`src/rtl/pwr_wake_defines.svh`:
```
// constants for the power and wake control register and its timing
`ifndef PWR_WAKE_DEFINES_SVH
`define PWR_WAKE_DEFINES_SVH
`define OFS_POWER_WAKE_CONTROL 8'h84
`define OFS_BYTE_TEST 8'h64
`define OFS_HW_CONFIG 8'h74
`define BIT_STATE_HI 13
`define BIT_STATE_LO 12
`define BIT_XCVR_RST 10
`define BIT_WAKE_FRAME_EN 9
`define BIT_ENERGY_EN 8
`define BIT_DRIVER_TYPE 6
`define BIT_CAUSE_HI 5
`define BIT_CAUSE_LO 4
`define BIT_PULSE_SEL 3
`define BIT_POLARITY 2
`define BIT_OUT_EN 1
`define BIT_READY 0
`define CLK_HZ 25000000
`define XCVR_RST_US 100
// scaled per microsecond first, so the product stays inside a 32-bit integer
`define XCVR_RST_CYCLES (`XCVR_RST_US * (`CLK_HZ / 1000000))
`define WAKE_PULSE_MS 50
`define WAKE_PULSE_CYCLES (`WAKE_PULSE_MS * (`CLK_HZ / 1000))
`define READY_SETTLE_CYCLES 16
`endif

```
`src/rtl/pwr_wake_pkg.sv`:
```
// types shared by both ends of the power and wake control link
`default_nettype none
package pwr_wake_pkg;
   typedef enum logic [1:0] {
      full_power_state = 2'h0,
      wake_frame_sleep_state = 2'h1,
      energy_detect_sleep_state = 2'h2,
      reserved_state = 2'h3
   } power_state_t;
endpackage
`default_nettype wire

```
`src/rtl/pwr_wake_if.sv`:
```
// register port and wake pins between host and device
`timescale 1ns/1ps
`default_nettype none
interface pwr_wake_if;
   logic [7:0] addr;
   logic [31:0] wdata;
   logic [31:0] rdata;
   logic wr;
   logic rd;
   logic wake_output_o;
   logic wake_output_oe;
   logic wake_interrupt;
   modport device (input addr, wdata, wr, rd,
      output rdata, wake_output_o, wake_output_oe, wake_interrupt);
   modport host (output addr, wdata, wr, rd,
      input rdata, wake_output_o, wake_output_oe, wake_interrupt);
endinterface
`default_nettype wire

```
`src/rtl/pwr_wake_device.sv`:
```
// device end: power state, transceiver reset, wake sources and wake output pin
// How it works
// [RULE_01] host reads once before writes take effect
// [RULE_02] control register readable in every power state
// [RULE_03] two-bit field selects full or sleep states
// [RULE_04] state field clears itself on wake
// [RULE_05] byte test write wakes sleeping device
// [RULE_06] only wake register written while not ready
// [RULE_07] transceiver reset held at least 100us, self-clears
// [RULE_08] reset bit writes ignored while set
// [RULE_09] wake frame event drives output and interrupt
// [RULE_10] energy event drives output and interrupt
// [RULE_11] driver type: open drain low or push-pull
// [RULE_12] cause field encodes energy, frame, multiple
// [RULE_13] cause bits clear by one, when ready
// [RULE_14] pulse 50ms or hold static
// [RULE_15] clearing cause or enable drops output
// [RULE_16] push-pull polarity selects active level
// [RULE_17] output enable gates pin, not interrupt
// [RULE_18] ready low until settled after power-up or wake
// [RULE_19] only config and control read while not ready
`timescale 1ns/1ps
`default_nettype none
`include "pwr_wake_defines.svh"
module pwr_wake_device
   import pwr_wake_pkg::*;
(
   // clock and reset
   input wire logic core_clk,
   input wire logic rst,
   // register port
   pwr_wake_if.device bus,
   // event sources, from pins or other clocks
   input wire logic wake_frame_event,
   input wire logic energy_event,
   // transceiver reset and state
   output logic transceiver_reset,
   output logic [1:0] power_state_select
);
   localparam int RST_W = 16;
   localparam int PULSE_W = 21;
   localparam logic [RST_W-1:0] RST_LAST = RST_W'(`XCVR_RST_CYCLES - 1);
   localparam logic [PULSE_W-1:0] PULSE_LAST = PULSE_W'(`WAKE_PULSE_CYCLES - 1);
   localparam logic [4:0] SETTLE_LAST = 5'(`READY_SETTLE_CYCLES - 1);

   // ----------------------------------------
   // synchronisers
   // ----------------------------------------
   logic [1:0] frame_sync;
   logic [1:0] energy_sync;
   always_ff @(posedge core_clk or posedge rst) begin
      if (rst) begin
         frame_sync <= 2'h0;
         energy_sync <= 2'h0;
      end else begin
         frame_sync <= {frame_sync[0], wake_frame_event};
         energy_sync <= {energy_sync[0], energy_event};
      end
   end
   logic frame_ev;
   logic energy_ev;
   assign frame_ev = frame_sync[1];
   assign energy_ev = energy_sync[1];

   // ----------------------------------------
   // access qualification
   // ----------------------------------------
   logic ready;
   logic read_seen;
   logic ctrl_wr;
   logic wake_wr;
   logic sleeping;
   assign sleeping = (power_state_select != 2'h0);
   // control writes before the first read are dropped on purpose
   assign ctrl_wr = bus.wr && read_seen && ready && (bus.addr == `OFS_POWER_WAKE_CONTROL); // [RULE_01] [RULE_06]
   assign wake_wr = bus.wr && (bus.addr == `OFS_BYTE_TEST) && sleeping; // [RULE_05]

   always_ff @(posedge core_clk or posedge rst) begin
      if (rst) begin
         read_seen <= 1'b0;
      end else if (wake_wr) begin
         read_seen <= 1'b0; // [RULE_01]
      end else if (bus.rd) begin
         read_seen <= 1'b1;
      end
   end

   // ready settles a fixed time after reset and after each wake
   logic [4:0] settle;
   always_ff @(posedge core_clk or posedge rst) begin
      if (rst) begin
         settle <= 5'h0;
         ready <= 1'b0;
      end else if (wake_wr) begin
         settle <= 5'h0;
         ready <= 1'b0; // [RULE_18]
      end else if (sleeping) begin
         ready <= 1'b0;
      end else if (!ready) begin
         if (settle == SETTLE_LAST) begin
            ready <= 1'b1; // [RULE_18]
         end else begin
            settle <= settle + 5'h1;
         end
      end
   end

   // ----------------------------------------
   // power state
   // ----------------------------------------
   always_ff @(posedge core_clk or posedge rst) begin
      if (rst) begin
         power_state_select <= 2'h0;
      end else if (wake_wr) begin
         power_state_select <= full_power_state; // [RULE_04] [RULE_05]
      end else if (ctrl_wr) begin
         // the reserved code is refused and leaves the state unchanged
         if (bus.wdata[`BIT_STATE_HI:`BIT_STATE_LO] != reserved_state) begin
            power_state_select <= bus.wdata[`BIT_STATE_HI:`BIT_STATE_LO]; // [RULE_03]
         end
      end
   end

   // ----------------------------------------
   // transceiver reset
   // ----------------------------------------
   logic [RST_W-1:0] rst_count;
   always_ff @(posedge core_clk or posedge rst) begin
      if (rst) begin
         transceiver_reset <= 1'b0;
         rst_count <= '0;
      end else if (transceiver_reset) begin
         if (rst_count == RST_LAST) begin
            transceiver_reset <= 1'b0; // [RULE_07]
         end else begin
            rst_count <= rst_count + 1'b1;
         end
      end else if (ctrl_wr && bus.wdata[`BIT_XCVR_RST]) begin // [RULE_08]
         transceiver_reset <= 1'b1; // [RULE_07]
         rst_count <= '0;
      end
   end

   // ----------------------------------------
   // configuration bits
   // ----------------------------------------
   logic frame_en;
   logic energy_en;
   logic drv_push_pull;
   logic pulse_sel;
   logic polarity;
   logic out_en;
   always_ff @(posedge core_clk or posedge rst) begin
      if (rst) begin
         frame_en <= 1'b0;
         energy_en <= 1'b0;
         drv_push_pull <= 1'b0;
         pulse_sel <= 1'b0;
         polarity <= 1'b0;
         out_en <= 1'b0;
      end else if (ctrl_wr) begin
         frame_en <= bus.wdata[`BIT_WAKE_FRAME_EN];
         energy_en <= bus.wdata[`BIT_ENERGY_EN];
         drv_push_pull <= bus.wdata[`BIT_DRIVER_TYPE];
         pulse_sel <= bus.wdata[`BIT_PULSE_SEL];
         polarity <= bus.wdata[`BIT_POLARITY];
         out_en <= bus.wdata[`BIT_OUT_EN];
      end
   end

   // ----------------------------------------
   // wake cause
   // ----------------------------------------
   // bit 0 energy, bit 1 frame; both set reads as multiple events
   logic [1:0] cause;
   logic [1:0] src;
   logic [1:0] clr;
   assign src = {frame_en & frame_ev, energy_en & energy_ev}; // [RULE_09] [RULE_10]
   // a clear only lands while ready and the source has gone quiet
   assign clr = (ctrl_wr && !sleeping) ?
      (bus.wdata[`BIT_CAUSE_HI:`BIT_CAUSE_LO] & ~src) : 2'h0; // [RULE_13]
   always_ff @(posedge core_clk or posedge rst) begin
      if (rst) begin
         cause <= 2'h0;
      end else begin
         cause <= src | (cause & ~clr); // [RULE_12] [RULE_13]
      end
   end

   // ----------------------------------------
   // wake output and interrupt
   // ----------------------------------------
   logic active;
   logic pulse_done;
   logic [PULSE_W-1:0] pulse_count;
   logic wake_active;
   // dropping either the cause or its enable releases the output
   assign active = |(cause & {frame_en, energy_en}); // [RULE_15]
   always_ff @(posedge core_clk or posedge rst) begin
      if (rst) begin
         pulse_count <= '0;
         pulse_done <= 1'b0;
      end else if (!active) begin
         pulse_count <= '0;
         pulse_done <= 1'b0;
      end else if (pulse_sel && !pulse_done) begin
         if (pulse_count == PULSE_LAST) begin
            pulse_done <= 1'b1; // [RULE_14]
         end else begin
            pulse_count <= pulse_count + 1'b1;
         end
      end
   end
   assign wake_active = active && !(pulse_sel && pulse_done); // [RULE_14]

   logic next_o;
   logic next_oe;
   always_comb begin
      next_o = 1'b0;
      next_oe = 1'b0;
      if (!drv_push_pull) begin
         next_oe = out_en && wake_active; // [RULE_11] [RULE_17]
      end else begin
         next_oe = 1'b1;
         next_o = (out_en && wake_active) ? polarity : !polarity; // [RULE_16]
      end
   end

   always_ff @(posedge core_clk or posedge rst) begin
      if (rst) begin
         bus.wake_output_o <= 1'b0;
         bus.wake_output_oe <= 1'b0;
         bus.wake_interrupt <= 1'b0;
      end else begin
         bus.wake_output_o <= next_o;
         bus.wake_output_oe <= next_oe;
         bus.wake_interrupt <= active; // [RULE_09] [RULE_10] [RULE_17]
      end
   end

   // ----------------------------------------
   // read data
   // ----------------------------------------
   // readable in every state, ready or not
   always_ff @(posedge core_clk or posedge rst) begin
      if (rst) begin
         bus.rdata <= 32'h0;
      end else if (bus.rd && bus.addr == `OFS_POWER_WAKE_CONTROL) begin // [RULE_02]
         bus.rdata <= {18'h0, power_state_select, 1'b0, transceiver_reset, frame_en,
            energy_en, 1'b0, drv_push_pull, cause, pulse_sel, polarity, out_en, ready};
      end else begin
         bus.rdata <= 32'h0;
      end
   end
endmodule
`default_nettype wire

```
`src/flat_wrapper.sv`:
```
// flat-port wrapper written by rule: the top's interface ports become plain ports
module pwr_wake_device_flat import pwr_wake_pkg::*;
  (core_clk, rst, wake_frame_event, energy_event, transceiver_reset, power_state_select, bus_addr, bus_wdata, bus_wr, bus_rd, bus_rdata, bus_wake_output_o, bus_wake_output_oe, bus_wake_interrupt);
  pwr_wake_if bus_i ();
  input wire logic core_clk;
  input wire logic rst;
  input wire logic wake_frame_event;
  input wire logic energy_event;
  output logic transceiver_reset;
  output logic [1:0] power_state_select;
  input wire logic [$bits(bus_i.addr)-1:0] bus_addr;
  input wire logic [$bits(bus_i.wdata)-1:0] bus_wdata;
  input wire logic [$bits(bus_i.wr)-1:0] bus_wr;
  input wire logic [$bits(bus_i.rd)-1:0] bus_rd;
  output wire logic [$bits(bus_i.rdata)-1:0] bus_rdata;
  output wire logic [$bits(bus_i.wake_output_o)-1:0] bus_wake_output_o;
  output wire logic [$bits(bus_i.wake_output_oe)-1:0] bus_wake_output_oe;
  output wire logic [$bits(bus_i.wake_interrupt)-1:0] bus_wake_interrupt;
  assign bus_i.addr = bus_addr;
  assign bus_i.wdata = bus_wdata;
  assign bus_i.wr = bus_wr;
  assign bus_i.rd = bus_rd;
  assign bus_rdata = bus_i.rdata;
  assign bus_wake_output_o = bus_i.wake_output_o;
  assign bus_wake_output_oe = bus_i.wake_output_oe;
  assign bus_wake_interrupt = bus_i.wake_interrupt;
  pwr_wake_device u_core (.core_clk(core_clk), .rst(rst), .bus(bus_i), .wake_frame_event(wake_frame_event), .energy_event(energy_event), .transceiver_reset(transceiver_reset), .power_state_select(power_state_select));
endmodule
```
`config.mk`:
```
export PLATFORM = sky130hd
export DESIGN_NAME = pwr_wake_device_flat
export DESIGN_NICKNAME = d
export VERILOG_FILES = /design/src/rtl/pwr_wake_pkg.sv /design/src/rtl/pwr_wake_if.sv /design/src/rtl/pwr_wake_device.sv /design/src/flat_wrapper.sv
export VERILOG_INCLUDE_DIRS = /design/src /design/src/rtl
export SDC_FILE = /design/constraint.sdc
export NUM_CORES = 1
export LEC_CHECK = 0
export ABC_AREA = 1
export BUFFER_PORTS_ARGS = -buffer_cell sky130_fd_sc_hd__buf_2
export CORE_AREA = 5 5 103 105
export CTS_CLUSTER_DIAMETER = 150
export DETAILED_ROUTE_END_ITERATION = 10
export DIE_AREA = 0 0 108 110
export PLACE_DENSITY_LB_ADDON = 0.2
export SYNTH_ARGS = -nofsm -noshare
export SYNTH_HDL_FRONTEND = slang
export SYNTH_SLANG_ARGS = --single-unit
```
`constraint.sdc`:
```
create_clock -name core_clk -period 3.2 [get_ports core_clk]
set_input_delay 0.48 -clock core_clk [delete_from_list [all_inputs] [get_ports core_clk]]
set_output_delay 0.48 -clock core_clk [all_outputs]
set_load 0.005 [all_outputs]
```
[Word level (Yosys, flattened, before mapping)]
Index checks and enable logic that the tools add are counted.
Operators by class
  add/subtract/negate cells: 3
  eq/ne operators: 13
  muxes and demuxes: 30
  bitwise gates (word level): 8
  reduce and logical (&&, ||, !) cells: 27
Operator list (count)
  21-bit two-way mux: 3
  16-bit two-way mux: 3
  21-bit by 1-bit adder with 21-bit output, second input constant: 1
  21-bit == test, second input constant: 1
  5-bit two-way mux: 4
  16-bit by 1-bit adder with 16-bit output, second input constant: 1
  16-bit by 12-bit == test with 1-bit output, second input constant: 1
  1-bit two-way mux: 15
  14-bit two-way mux: 1
  1-bit logical AND: 12
  2-bit != test, second input constant: 6
  2-bit nonzero test: 5
  8-bit by 7-bit == test with 1-bit output, second input constant: 1
  8-bit == test, second input constant: 1
  2-bit two-way mux: 4
  2-bit AND reduction: 4
  2-bit bitwise AND: 3
  5-bit by 1-bit adder with 5-bit output, second input constant: 1
  5-bit by 4-bit == test with 1-bit output, second input constant: 1
  1-bit logical NOT: 4
  2-bit by 1-bit != test with 1-bit output, second input constant: 2
  2-bit inverter: 2
  3-bit AND reduction: 1
  1-bit bitwise AND: 2
  2 further kinds: 2
Word-level totals
  bits in registers: 77
  bits of input ports: 46
  word-level logic and storage cells: 102

[Logic depth before layout (Yosys ltp)]
Gate-level depths: netlist (run 1).
  depth in word-level cells: 8
  depth in mapped cells: 11
  mapped depth without buffers: 11

[Worst setup path before layout (run 1)]
No wires, ideal clock.
  kind: reg2reg
  from: reg u_core.settle[0]
  to: reg u_core.settle[3]
  setup time: 0.123 ns
  data arrival time: 1.465 ns
  required time: 3.077 ns
  path slack: 1.611 ns
  stages on the path, launching flop included: 11
  buffers on the path: 0
  period minus slack after synthesis: 1.589 ns
  path through: dfrtp_1 ha_1 inv_1 nor3_1 ha_1 nor2_1 nand2_1 nor2_1 nand3_1 o21ai_0 a21oi_1
Between the ends
  cells in the longest elaborated chain, start to end: 5
Ends and longest elaborated chain
  from (decl): line pwr_wake_device.sv:89  | logic [4:0] settle;
  from (signal assigned): line pwr_wake_device.sv:103  | settle <= settle + 5'h1;
  5-bit by 1-bit adder with 5-bit output: line pwr_wake_device.sv:103
  5-bit two-way mux: line pwr_wake_device.sv:100  | if (settle == SETTLE_LAST) begin
  5-bit two-way mux: line pwr_wake_device.sv:99  | end else if (!ready) begin
  5-bit two-way mux: line pwr_wake_device.sv:97  | end else if (sleeping) begin
  5-bit two-way mux: line pwr_wake_device.sv:94  | end else if (wake_wr) begin
Parallel ways exist; a longest one is shown, timed or not. The select of a mux whose other input is x is not followed.
A chain may end at the register's enable or synchronous reset.

[Worst setup path after layout (run 1)]
  from: reg u_core.pulse_count[0]
  to: reg u_core.pulse_count[12]
Between the ends
  cells in the longest elaborated chain, start to end: 4
Ends and longest elaborated chain
  from (decl): line pwr_wake_device.sv:195  | logic [PULSE_W-1:0] pulse_count;
  from (signal assigned): line pwr_wake_device.sv:210  | pulse_count <= pulse_count + 1'b1;
  21-bit by 1-bit adder with 21-bit output: line pwr_wake_device.sv:210
  21-bit two-way mux: line pwr_wake_device.sv:207  | if (pulse_count == PULSE_LAST) begin
  21-bit two-way mux: line pwr_wake_device.sv:206  | end else if (pulse_sel && !pulse_done) begin
  21-bit two-way mux: line pwr_wake_device.sv:203  | end else if (!active) begin
Parallel ways exist; a longest one is shown, timed or not. The select of a mux whose other input is x is not followed.

==> results.sh, run 1 <==
export IMPL_cts_made_buffers=9
export IMPL_crit_start="u_core.pulse_count[0]$_DFFE_PP0P_"
export IMPL_area_delta_synth_final_pct=11.6
export IMPL_wire_per_inst_um=12.6
export IMPL_synth_edf_count=0
export IMPL_status="complete, no violations"
export IMPL_maxCapViolCount=0
export IMPL_gr_usage_all_layers=0.166
export IMPL_drtPass1Iterations=4
export IMPL_start_util=0.435
export IMPL_path_class="register to register"
export IMPL_critPathMaxFanout=16
export IMPL_io_buffers=42
export IMPL_wl_um=9180
export IMPL_die_w_um=108
export IMPL_io_pins=84
export IMPL_hp_start="energy_event"
export IMPL_start_kind="register"
export IMPL_gr_total_overflow=0
export IMPL_drive_gt1_frac=0.138
export IMPL_grt_max_degree=40
export IMPL_fp_coreArea_mm2=0.00955
export IMPL_cts_sinks=75
export IMPL_antennaDiodeCount=0
export IMPL_setup_ws_ps=1290
export IMPL_gp_congestion=0.907
export IMPL_vias=3536
export IMPL_powerDensity_mw_per_mm2=462
export IMPL_r2r_cells=10
export IMPL_ys_ff_latch=75
export IMPL_synth_warning_count=0
export IMPL_drt_met1_wl_um=4200
export IMPL_drt_iter0_markers=160
export IMPL_clock_path_buffers=2
export IMPL_crit_end="u_core.pulse_count[12]$_DFFE_PP0P_"
export IMPL_final_min_clock_period_ps=1910
export IMPL_synth_seq_area_share=0.452
export IMPL_setup_tns_ps=0
export IMPL_placedInstanceArea_mm2=0.00442
export IMPL_finalSetupViolCount=0
export IMPL_p_leak_nw=2.46
export IMPL_die_area_mm2=0.0119
export IMPL_std_cell_rows=36
export IMPL_placedCellCount=713
export IMPL_fin_util=0.485
export IMPL_critical_path_required_ps=3430
export IMPL_tightestPinTransition_ps=809
export IMPL_stdcell_count=729
export IMPL_end_kind="register"
export IMPL_synthArstFlopShare=1.00
export IMPL_r2r_start="u_core.pulse_count[0]$_DFFE_PP0P_"
export IMPL_clk_latency_ps=340
export IMPL_final_area_mm2=0.00463
export IMPL_max_slew_margin=0.460
export IMPL_synth_area_mm2=0.00415
export IMPL_root_buffer="clkbuf_8"
export IMPL_post_route_drc_count=0
export IMPL_synth_distinct_cells=31
export IMPL_place_hpwl_um=6750
export IMPL_die_h_um=110
export IMPL_hold_buffers=0
export IMPL_ant_nets=0
export IMPL_grt_first_pass_wirelength_um=15800
export IMPL_drv_slew=0
export IMPL_path_clk_slew_ps=90
export IMPL_regToRegSetupSlack_ps=1290
export IMPL_arrival_ps=2140
export IMPL_syn_avg_cell_area_um2=7.61
export IMPL_fin_skew_ps=13.8
export IMPL_wl_met2_um=4640
export IMPL_nets=641
export IMPL_cts_tree="yes"
export IMPL_fin_crit_sh=0.598
export IMPL_rsz0062_at_grt="false"
export IMPL_yosys_most_used_dff="dfrtp_1"
export IMPL_peakVddDrop_mv=0.230
export IMPL_highest_layer="met4"
export IMPL_power_mw=2.14
export IMPL_grt_pass1_vias=3433
export IMPL_hold_viol=0
export IMPL_hold_path_class="primary input to register"
export IMPL_hold_ws_ps=242
export IMPL_r2r_end="u_core.pulse_count[12]$_DFFE_PP0P_"
export IMPL_met3WireLength_um=268
export IMPL_cts_setup_buffers=0
export IMPL_antenna_found_initial=0
export IMPL_vias_per_cell=4.85
export IMPL_cts_max_level=3
export IMPL_netlist_instances=546
export IMPL_fmax_mhz=523
export IMPL_ctsResizeCount=0
export IMPL_dp_slack_ps=1160
## Yosys cell counts, types with 2 or more instances
master / count / share of area
a21oi_1: 6 / 0.0072
buf_2: 2 / 0.0024
buf_4: 21 / 0.038
buf_6: 2 / 0.0054
clkbuf_1: 4 / 0.0036
dfrtp_1: 75 / 0.45
ha_1: 4 / 0.012
inv_1: 65 / 0.059
inv_2: 2 / 0.0018
nand2_1: 120 / 0.11
nand2_2: 5 / 0.0075
nand2_4: 3 / 0.0081
nand3_1: 66 / 0.080
nand4_1: 16 / 0.024
nor2_1: 82 / 0.074
nor2_2: 3 / 0.0045
nor2_4: 2 / 0.0054
nor3_1: 13 / 0.016
nor3_2: 2 / 0.0048
o21ai_0: 24 / 0.029
o21ai_1: 5 / 0.0060
o21ai_2: 2 / 0.0042
xnor2_1: 3 / 0.0063
xor2_1: 12 / 0.025
## flip-flops by register name, summed over array words and instances, names as in the netlist, 2 cells and up
register and cells:
u_core.power_state_select 2, u_core.frame_sync 2, u_core.settle 5, u_core.bus.rdata 12, u_core.rst_count 16, u_core.energy_sync 2
u_core.cause 2, u_core.pulse_count 21
## per-layer routing
metal / vias to the layer above / track usage
met5: - / 0
li1: 1794 / -
met2: 59 / 0.293
met1: 1677 / 0.213
met3: 6 / 0.0320
met4: 0 / 0.0388
## critical path: stages (launching register included)
cell,delay [ps]
dfrtp_1,430
ha_1,270
nand2_2,100
inv_2,70
nand2_2,70
nor2_4,130
nand3b_4,160
nand2_4,220
nand2_4,160
nand2_1,130
nand2_1,60
## worst min-delay path by stage
stage                                            to  slack [ps]  depth (start not counted)
CTS                  u_core.frame_sync[0]$_DFF_PP0_         220                          1
global placement    u_core.energy_sync[1]$_DFF_PP0_         340                          0
global route        u_core.energy_sync[0]$_DFF_PP0_         210                          1
floorplan           u_core.energy_sync[1]$_DFF_PP0_         330                          0
finish              u_core.energy_sync[0]$_DFF_PP0_         240                          1
detailed placement   u_core.frame_sync[1]$_DFF_PP0_         340                          0
## kinds of logic (layout without fill, tap and decap cells)
logic type	Yosys count	count (layout)	synth area share
adder cells (fa/ha/maj)	4	4	0.0121
buffers and inverters	96	127	0.110
AND/OR/NAND/NOR	315	315	0.341
other	1	20	0.000903
flip-flops	75	75	0.452
AO/OA/AOI/OAI	40	40	0.0527
XOR/XNOR	15	15	0.0316
## power breakdown
group	internal (mW)	switching, mW	leakage, nW	total [mW]
Sequential	1.00	0.0706	0.878	1.07
Combinational	0.118	0.191	1.48	0.310
Clock	0.404	0.353	0.102	0.758
Total	1.53	0.615	2.46	2.14
## layout make-up
type,instances,area (um^2)
Multi-Input combinational cell,394,1890
Inverter,67,251
Clock inverter,5,58.8
Tap cell,133,166
Timing Repair Buffer,44,238
Fill cell,993,4920
Clock buffer,11,151
Sequential cell,75,1880
## cell usage in the layout (no fill, tap or decap), types with 2 or more instances in the layout
cell type   count
nand3_1        66
nor2_1         82
o21ai_2         2
nand4_1        16
o21ai_1         5
inv_1          64
clkinvlp_4      2
a21oi_1         6
clkbuf_8       11
nor2_4          2
dfrtp_1        75
conb_1         20
nor3_2          2
nand2_2         5
inv_2           3
nor2_2          3
buf_2          42
xnor2_1         3
nor3_1         13
ha_1            4
nand2_4         3
xor2_1         12
nand2_1       120
o21ai_0        24
(Power assumes the default switching activity.)
==> inputs of run 2 (changes only) <==
ABC_AREA = 0   (was 1)
CORE_AREA = 5 5 98 100   (was 5 5 103 105)
DIE_AREA = 0 0 103 105   (was 0 0 108 110)
clock period = 1.6 ns   (was 3.2 ns; I/O delays follow)
==> run 2 against run 1 <==
  * The run now ends with setup timing left
  * Via count fell by 6.1%
  * Routed wire length rose by 8.8%
  * Hold slack worse by 120 ps
  * Maximum frequency down 4.0%
  * Setup slack lost 1700 ps
  * Non-clock buffer count increased by 92
  * Combinational power is 140% higher
  * Die area fell by 9.0%
  * Register-to-register slack got worse by 1700 ps
  * Critical path depth down 5
  * Critical path type unchanged
  * Synthesized area is 8.8% lower
==> results.sh, run 2 <==
export IMPL_status="finished with violations"
export IMPL_violations="setup timing"
export IMPL_p_sw_mw=1.15
export IMPL_largest_register="u_core.pulse_count"
export IMPL_critical_path_required_ps=1860
export IMPL_setup_ws_ps=-392
export IMPL_netlist_instances=366
export IMPL_fillers=715
export IMPL_wl_met2_um=5050
export IMPL_crit_family="compound AO/OA/AOI/OAI gates"
export IMPL_crit_buf_inv=1
export IMPL_die_w_um=103
export IMPL_drive_gt1_frac=0.416
export IMPL_gr_usage_all_layers=0.191
export IMPL_critical_path_cell_chain="or4b_4 -> o41a_1 -> buf_6 -> a21oi_4 -> o21ba_4"
export IMPL_drt_met1_wl_um=4370
export IMPL_dp_slack_ps=-432
export IMPL_critPathMaxFanout=5
export IMPL_synth_seq_area_share=0.496
export IMPL_p_sw_frac=0.257
export IMPL_arrival_ps=2250
export IMPL_drt_iter0_markers=146
export IMPL_critPathSlowestCell="or4b_4"
export IMPL_synth_edf_count=0
export IMPL_r2r_end="u_core.rst_count[15]$_DFFE_PP0P_"
export IMPL_seqPwrFrac=0.459
export IMPL_end_kind="register"
export IMPL_regToRegSetupSlack_ps=-390
export IMPL_yosys_most_used_dff="dfrtp_1"
export IMPL_grt_max_degree=37
export IMPL_nets=552
export IMPL_synthArstFlopShare=1.00
export IMPL_r2r_start="u_core.rst_count[5]$_DFFE_PP0P_"
export IMPL_io_buffers=42
export IMPL_p_leak_nw=2.51
export IMPL_vias=3320
export IMPL_io_pins=84
export IMPL_clock_path_buffers=2
export IMPL_start_kind="register"
export IMPL_ant_nets=0
export IMPL_synth_distinct_cells=60
export IMPL_wl_um=9990
export IMPL_cts_made_buffers=9
export IMPL_die_h_um=105
export IMPL_tightestPinTransition_ps=762
export IMPL_std_cell_rows=34
export IMPL_grt_first_pass_wirelength_um=16500
export IMPL_vias_per_cell=5.40
export IMPL_syn_avg_cell_area_um2=10.3
export IMPL_power_frac_comb=0.163
export IMPL_cts_sinks=75
export IMPL_antenna_found_initial=0
export IMPL_yosys_area_top_type="dfrtp_1"
export IMPL_p_clk_frac=0.378
export IMPL_synth_warning_count=0
export IMPL_whs_path_depth=3
export IMPL_cts_max_level=3
export IMPL_gr_total_overflow=0
export IMPL_root_buffer="clkbuf_8"
export IMPL_synth_top_cells_by_area="dfrtp_1 50%, buf_4 4.0%, mux2i_1 2.6%"
export IMPL_p_int_mw=3.32
export IMPL_finalSetupViolCount=34
export IMPL_place_hpwl_um=6930
export IMPL_powerDensity_mw_per_mm2=835
export IMPL_start_util=0.441
export IMPL_multi_input_area_mm2=0.00206
export IMPL_top_regs="u_core.pulse_count x21, u_core.rst_count x16, u_core.bus.rdata x12"
export IMPL_ys_ff_latch=75
export IMPL_cpPeakStageDelay_ps=560
export IMPL_final_cell_mix="74 x buf_4, 74 x dfrtp_1, 43 x buf_2"
export IMPL_maxCapViolCount=0
export IMPL_fin_crit_sh=1.25
export IMPL_hold_viol=0
export IMPL_antennaDiodeCount=0
export IMPL_cts_tree="yes"
export IMPL_max_slew_margin=0.487
export IMPL_fp_coreArea_mm2=0.00859
export IMPL_peakVddDrop_mv=0.750
export IMPL_hp_start="bus_rd"
export IMPL_r2r_cells=5
export IMPL_area_delta_synth_final_pct=41.3
export IMPL_largest_reg_flops=21
export IMPL_fin_skew_ps=11.4
export IMPL_hold_path_class="primary input to register"
export IMPL_path_class="register to register"
export IMPL_rsz0062_at_grt="true"
export IMPL_ys_top_cells_by_count="75 x dfrtp_1, 26 x nand2_1, 21 x nor2_1, 20 x buf_4, 16 x nand3_1"
export IMPL_fmax_mhz=502
export IMPL_final_min_clock_period_ps=1990
export IMPL_drv_slew=0
export IMPL_path_clk_slew_ps=90
export IMPL_post_route_drc_count=0
export IMPL_die_area_mm2=0.0108
export IMPL_yosysMostFrequentCell="dfrtp_1"
export IMPL_min_to="u_core.read_seen$_DFFE_PP0P_"
export IMPL_hold_ws_ps=120
export IMPL_wire_per_inst_um=16.2
export IMPL_ff_latch_area_mm2=0.00188
export IMPL_met3WireLength_um=457
export IMPL_gp_congestion=0.843
export IMPL_clk_latency_ps=360
export IMPL_fin_util=0.623
export IMPL_synth_area_mm2=0.00379
export IMPL_highest_layer="met4"
export IMPL_drtPass1Iterations=4
export IMPL_netlist_area_leader_share=0.496
export IMPL_grt_pass1_vias=3440
==> run 2: cell type report <==
class                           count  share of cell area
Multi-Input combinational cell    267               0.385
Sequential cell                    75               0.351
Timing Repair Buffer              136               0.187
Clock buffer                       11              0.0264
Tap cell                          108              0.0253
Clock inverter                      5              0.0159
Inverter                           13              0.0103
==> run 2: logic make-up (layout without fill, tap and decap cells) <==
kind of cell | after synthesis | in the layout | synth area share
adders and majority gates | 4 | 4 | 0.0132
xor gates and xnor gates | 10 | 10 | 0.0231
muxes | 16 | 16 | 0.0443
buffers and inverters | 43 | 165 | 0.0631
AOI/OAI and AO/OA | 57 | 57 | 0.111
DFF | 75 | 75 | 0.496
and+or+nand+nor | 160 | 160 | 0.248
other | 1 | 20 | 0.000990
==> run 2: per-stage QoR <==
step | instance area [um^2] | cells | power (mW) | setup TNS (ps)
final | 5350 | 615 | 4.47 | -7900
after global placement | 4750 | 586 | 2.62 | -7420
after floorplan | 3960 | 385 | 2.45 | -5350
after detailed placement | 4750 | 586 | 2.64 | -8300
after global routing | 5350 | 615 | 4.68 | -10660
after CTS | 5160 | 609 | 4.34 | -7250
==> run 2: how the worst max path moves through the flow <==
stage | cells past startpoint | endpoint | from
after global placement | 4 | u_core.rst_count[7]$_DFFE_PP0P_ | u_core.rst_count[5]$_DFFE_PP0P_
after floorplan | 6 | u_core.pulse_count[16]$_DFFE_PP0P_ | u_core.pulse_count[1]$_DFFE_PP0P_
after global routing | 5 | u_core.rst_count[15]$_DFFE_PP0P_ | u_core.rst_count[5]$_DFFE_PP0P_
final | 5 | u_core.rst_count[15]$_DFFE_PP0P_ | u_core.rst_count[5]$_DFFE_PP0P_
after CTS | 5 | u_core.rst_count[15]$_DFFE_PP0P_ | u_core.rst_count[4]$_DFFE_PP0P_
after detailed placement | 5 | u_core.pulse_count[20]$_DFFE_PP0P_ | u_core.pulse_count[1]$_DFFE_PP0P_
==> run 2: repair_timing <==
| item | 4_1_cts | 5_1_grt |
|---|---|---|
| endpoints found under the setup margin | 36 | 44 |
| endpoints found under the hold margin | 14 | 0 |
| pin swaps | 30 | 18 |
| resized for setup | 25 | 32 |
| buffers inserted | 5 | 7 |
| cloned | 1 | 0 |
| hold buffers | 3 | 0 |
==> run 2: layer usage <==
| metal | track usage | vias to the layer above |
|---|---|---|
| met4 | 0.0574 | 0 |
| li1 | - | 1581 |
| met1 | 0.254 | 1651 |
| met2 | 0.309 | 78 |
| met3 | 0.0446 | 10 |
| met5 | 0 | - |
==> run 2: power by group through the flow <==
stage          combinational [mW]  sequential [mW]  clock, mW
5_1_grt                     0.812             2.06       1.80
3_5_place_dp                0.561             2.08          0
2_1_floorplan               0.363             2.09          0
6_report                    0.729             2.05       1.69
4_1_cts                     0.590             2.05       1.70
3_3_place_gp                0.540             2.08          0
==> run 2: worst reg2reg max path: stages, from the launching register on <==
cell,delay (ps)
dfrtp_1,390
or4b_4,560
o41a_1,500
buf_6,160
a21oi_4,120
o21ba_4,160
==> inputs of run 3 (changes only) <==
ABC_AREA = 1   (was 0)
CORE_AREA = 4 4 102 104   (was 5 5 98 100)
DIE_AREA = 0 0 106 108   (was 0 0 103 105)
clock period = 1.7 ns   (was 1.6 ns; I/O delays follow)
==> run 3 against run 2 <==
  * The flow finishes with violations (hold timing)
  * Core utilization down 11 points
  * Via count increased by 8.1%
  * Sequential share of layout area up 3.4 points
  * Clock power fell by 20%
  * Combinational power shrank 5.3%
  * Maximum frequency is 23% higher
  * Hold slack worse by 150 ps
  * Critical path depth increased by 5
  * First-iteration DRC count rose by 4.8%
  * Total power decreased by 9.3%
  * Global-route usage shrank 2.4 points
  * Flip-flop and latch count unchanged
  * Critical path type unchanged
  * Critical endpoint is now u_core.settle[0]$_DFFE_PP0P_
  * Largest power group unchanged
==> results.sh, run 3 (same netlist as run 1, synthesis figures left out) <==
export IMPL_status="finished with violations"
export IMPL_violations="hold timing"
export IMPL_critical_path_required_ps=1960
export IMPL_rsz0062_at_grt="true"
export IMPL_antennaDiodeCount=0
export IMPL_regToRegSetupSlack_ps=80
export IMPL_drt_iter0_markers=153
export IMPL_die_w_um=106
export IMPL_clock_path_buffers=2
export IMPL_io_pins=84
export IMPL_hold_viol=11
export IMPL_cts_max_level=3
export IMPL_ff_latch_area_mm2=0.00188
export IMPL_drtPass1Iterations=4
export IMPL_grt_first_pass_wirelength_um=15500
export IMPL_top_regs="u_core.pulse_count x21, u_core.rst_count x16, u_core.bus.rdata x12"
export IMPL_hold_ws_ps=-31.2
export IMPL_root_buffer="clkbuf_8"
export IMPL_ant_nets=0
export IMPL_nets=666
export IMPL_cts_tree="yes"
export IMPL_cts_sinks=75
export IMPL_drive_gt1_frac=0.187
export IMPL_multi_input_area_mm2=0.00195
export IMPL_peakVddDrop_mv=0.382
export IMPL_p_leak_nw=2.57
export IMPL_cts_made_buffers=9
export IMPL_fin_crit_sh=0.950
export IMPL_fillers=975
export IMPL_clk_latency_ps=350
export IMPL_stdcell_count=754
export IMPL_vias_per_cell=4.76
export IMPL_start_util=0.435
export IMPL_critPathMaxFanout=5
export IMPL_place_hpwl_um=6650
export IMPL_post_route_drc_count=0
export IMPL_start_kind="register"
export IMPL_path_class="register to register"
export IMPL_largest_reg_flops=21
export IMPL_powerDensity_mw_per_mm2=833
export IMPL_wl_um=9080
export IMPL_final_common_cell="nand2_1"
export IMPL_vias=3590
export IMPL_final_cell_mix="119 x nand2_1, 77 x nor2_1, 75 x dfrtp_1"
export IMPL_gr_usage_all_layers=0.167
export IMPL_hold_path_class="primary input to async pin"
export IMPL_std_cell_rows=36
export IMPL_io_buffers=42
export IMPL_largest_register="u_core.pulse_count"
export IMPL_drv_slew=0
export IMPL_fin_skew_ps=15.6
export IMPL_die_h_um=108
export IMPL_gr_total_overflow=0
export IMPL_grt_pass1_vias=3371
export IMPL_final_min_clock_period_ps=1620
export IMPL_die_area_mm2=0.0114
export IMPL_gp_congestion=0.875
export IMPL_wire_per_inst_um=12.0
export IMPL_fp_coreArea_mm2=0.00955
export IMPL_finalSetupViolCount=0
export IMPL_grt_max_degree=76
export IMPL_path_clk_slew_ps=90
export IMPL_arrival_ps=1880
export IMPL_maxCapViolCount=0
export IMPL_end_kind="register"
export IMPL_antenna_found_initial=0
export IMPL_area_delta_synth_final_pct=17.3
export IMPL_fmax_mhz=619
export IMPL_placedCellCount=730
run 3: critical path: stages (launching register included):
cell and delay [ps]:
dfrtp_1 370, ha_2 190, inv_1 60, nor3_2 110
ha_2 190, nor2_2 40, nand2_2 110, nor2_2 60
buf_4 120, buf_4 120, nor3b_2 160
run 3: what timing repair did:
item / in CTS / in global routing
gates cloned: 0 / 0
gates resized for setup: 1 / 16
hold buffers: 2 / 0
buffers inserted: 4 / 2
pin swaps: 2 / 2
endpoints found under the hold margin: 2 / 0
setup endpoints to repair: 1 / 28
run 3: final cells by class:
cell class                      instances  share of cell area
Inverter                               67              0.0524
Clock buffer                           10              0.0262
Timing Repair Buffer                   69              0.0884
Tap cell                              133              0.0342
Sequential cell                        75               0.385
Multi-Input combinational cell        394               0.400
Clock inverter                          6              0.0136
run 3: per-stage QoR:
stage           util  cell area, um^2  setup TNS [ps]  worst slack [ps]  power, mW
3_3_place_gp   0.477             4550               0              16.0       2.63
5_1_grt        0.510             4870           -50.7             -38.5       4.33
6_report       0.510             4870               0              84.6       4.06
4_1_cts        0.502             4800               0              12.0       4.03
2_1_floorplan      -             4230               0               111       2.51
3_5_place_dp   0.477             4550           -21.5             -21.5       2.64
run 3: report_power, final:
part | switching, mW | leakage, nW | internal (mW)
clock network | 0.676 | 0.0885 | 0.678
logic | 0.400 | 1.60 | 0.290
registers | 0.122 | 0.878 | 1.89
run 3: routing by layer:
| metal | global-route usage | vias to the layer above | wire, um |
|---|---|---|---|
| li1 | - | 1845 | - |
| met1 | 0.210 | 1667 | 4020 |
| met5 | 0 | - | 0 |
| met3 | 0.0382 | 13 | 356 |
| met2 | 0.288 | 65 | 4560 |
| met4 | 0.0546 | 0 | 147 |
run 3: worst paths after layout:
path / from / endpoint / depth (start not counted)
worst max-delay path: u_core.settle[1]$_DFFE_PP0P_ / u_core.settle[0]$_DFFE_PP0P_ / 10
worst min-delay path: rst / u_core.rst_count[0]$_DFFE_PP0P_ / 3
worst max register to register: u_core.settle[1]$_DFFE_PP0P_ / u_core.settle[0]$_DFFE_PP0P_ / 10
worst min register to register: u_core.frame_sync[0]$_DFF_PP0_ / u_core.frame_sync[1]$_DFF_PP0_ / 0
max in group asynchronous: rst / u_core.pulse_count[14]$_DFFE_PP0P_ / 3
min in group core_clk: bus_wdata[2] / u_core.polarity$_DFFE_PP0N_ / 3
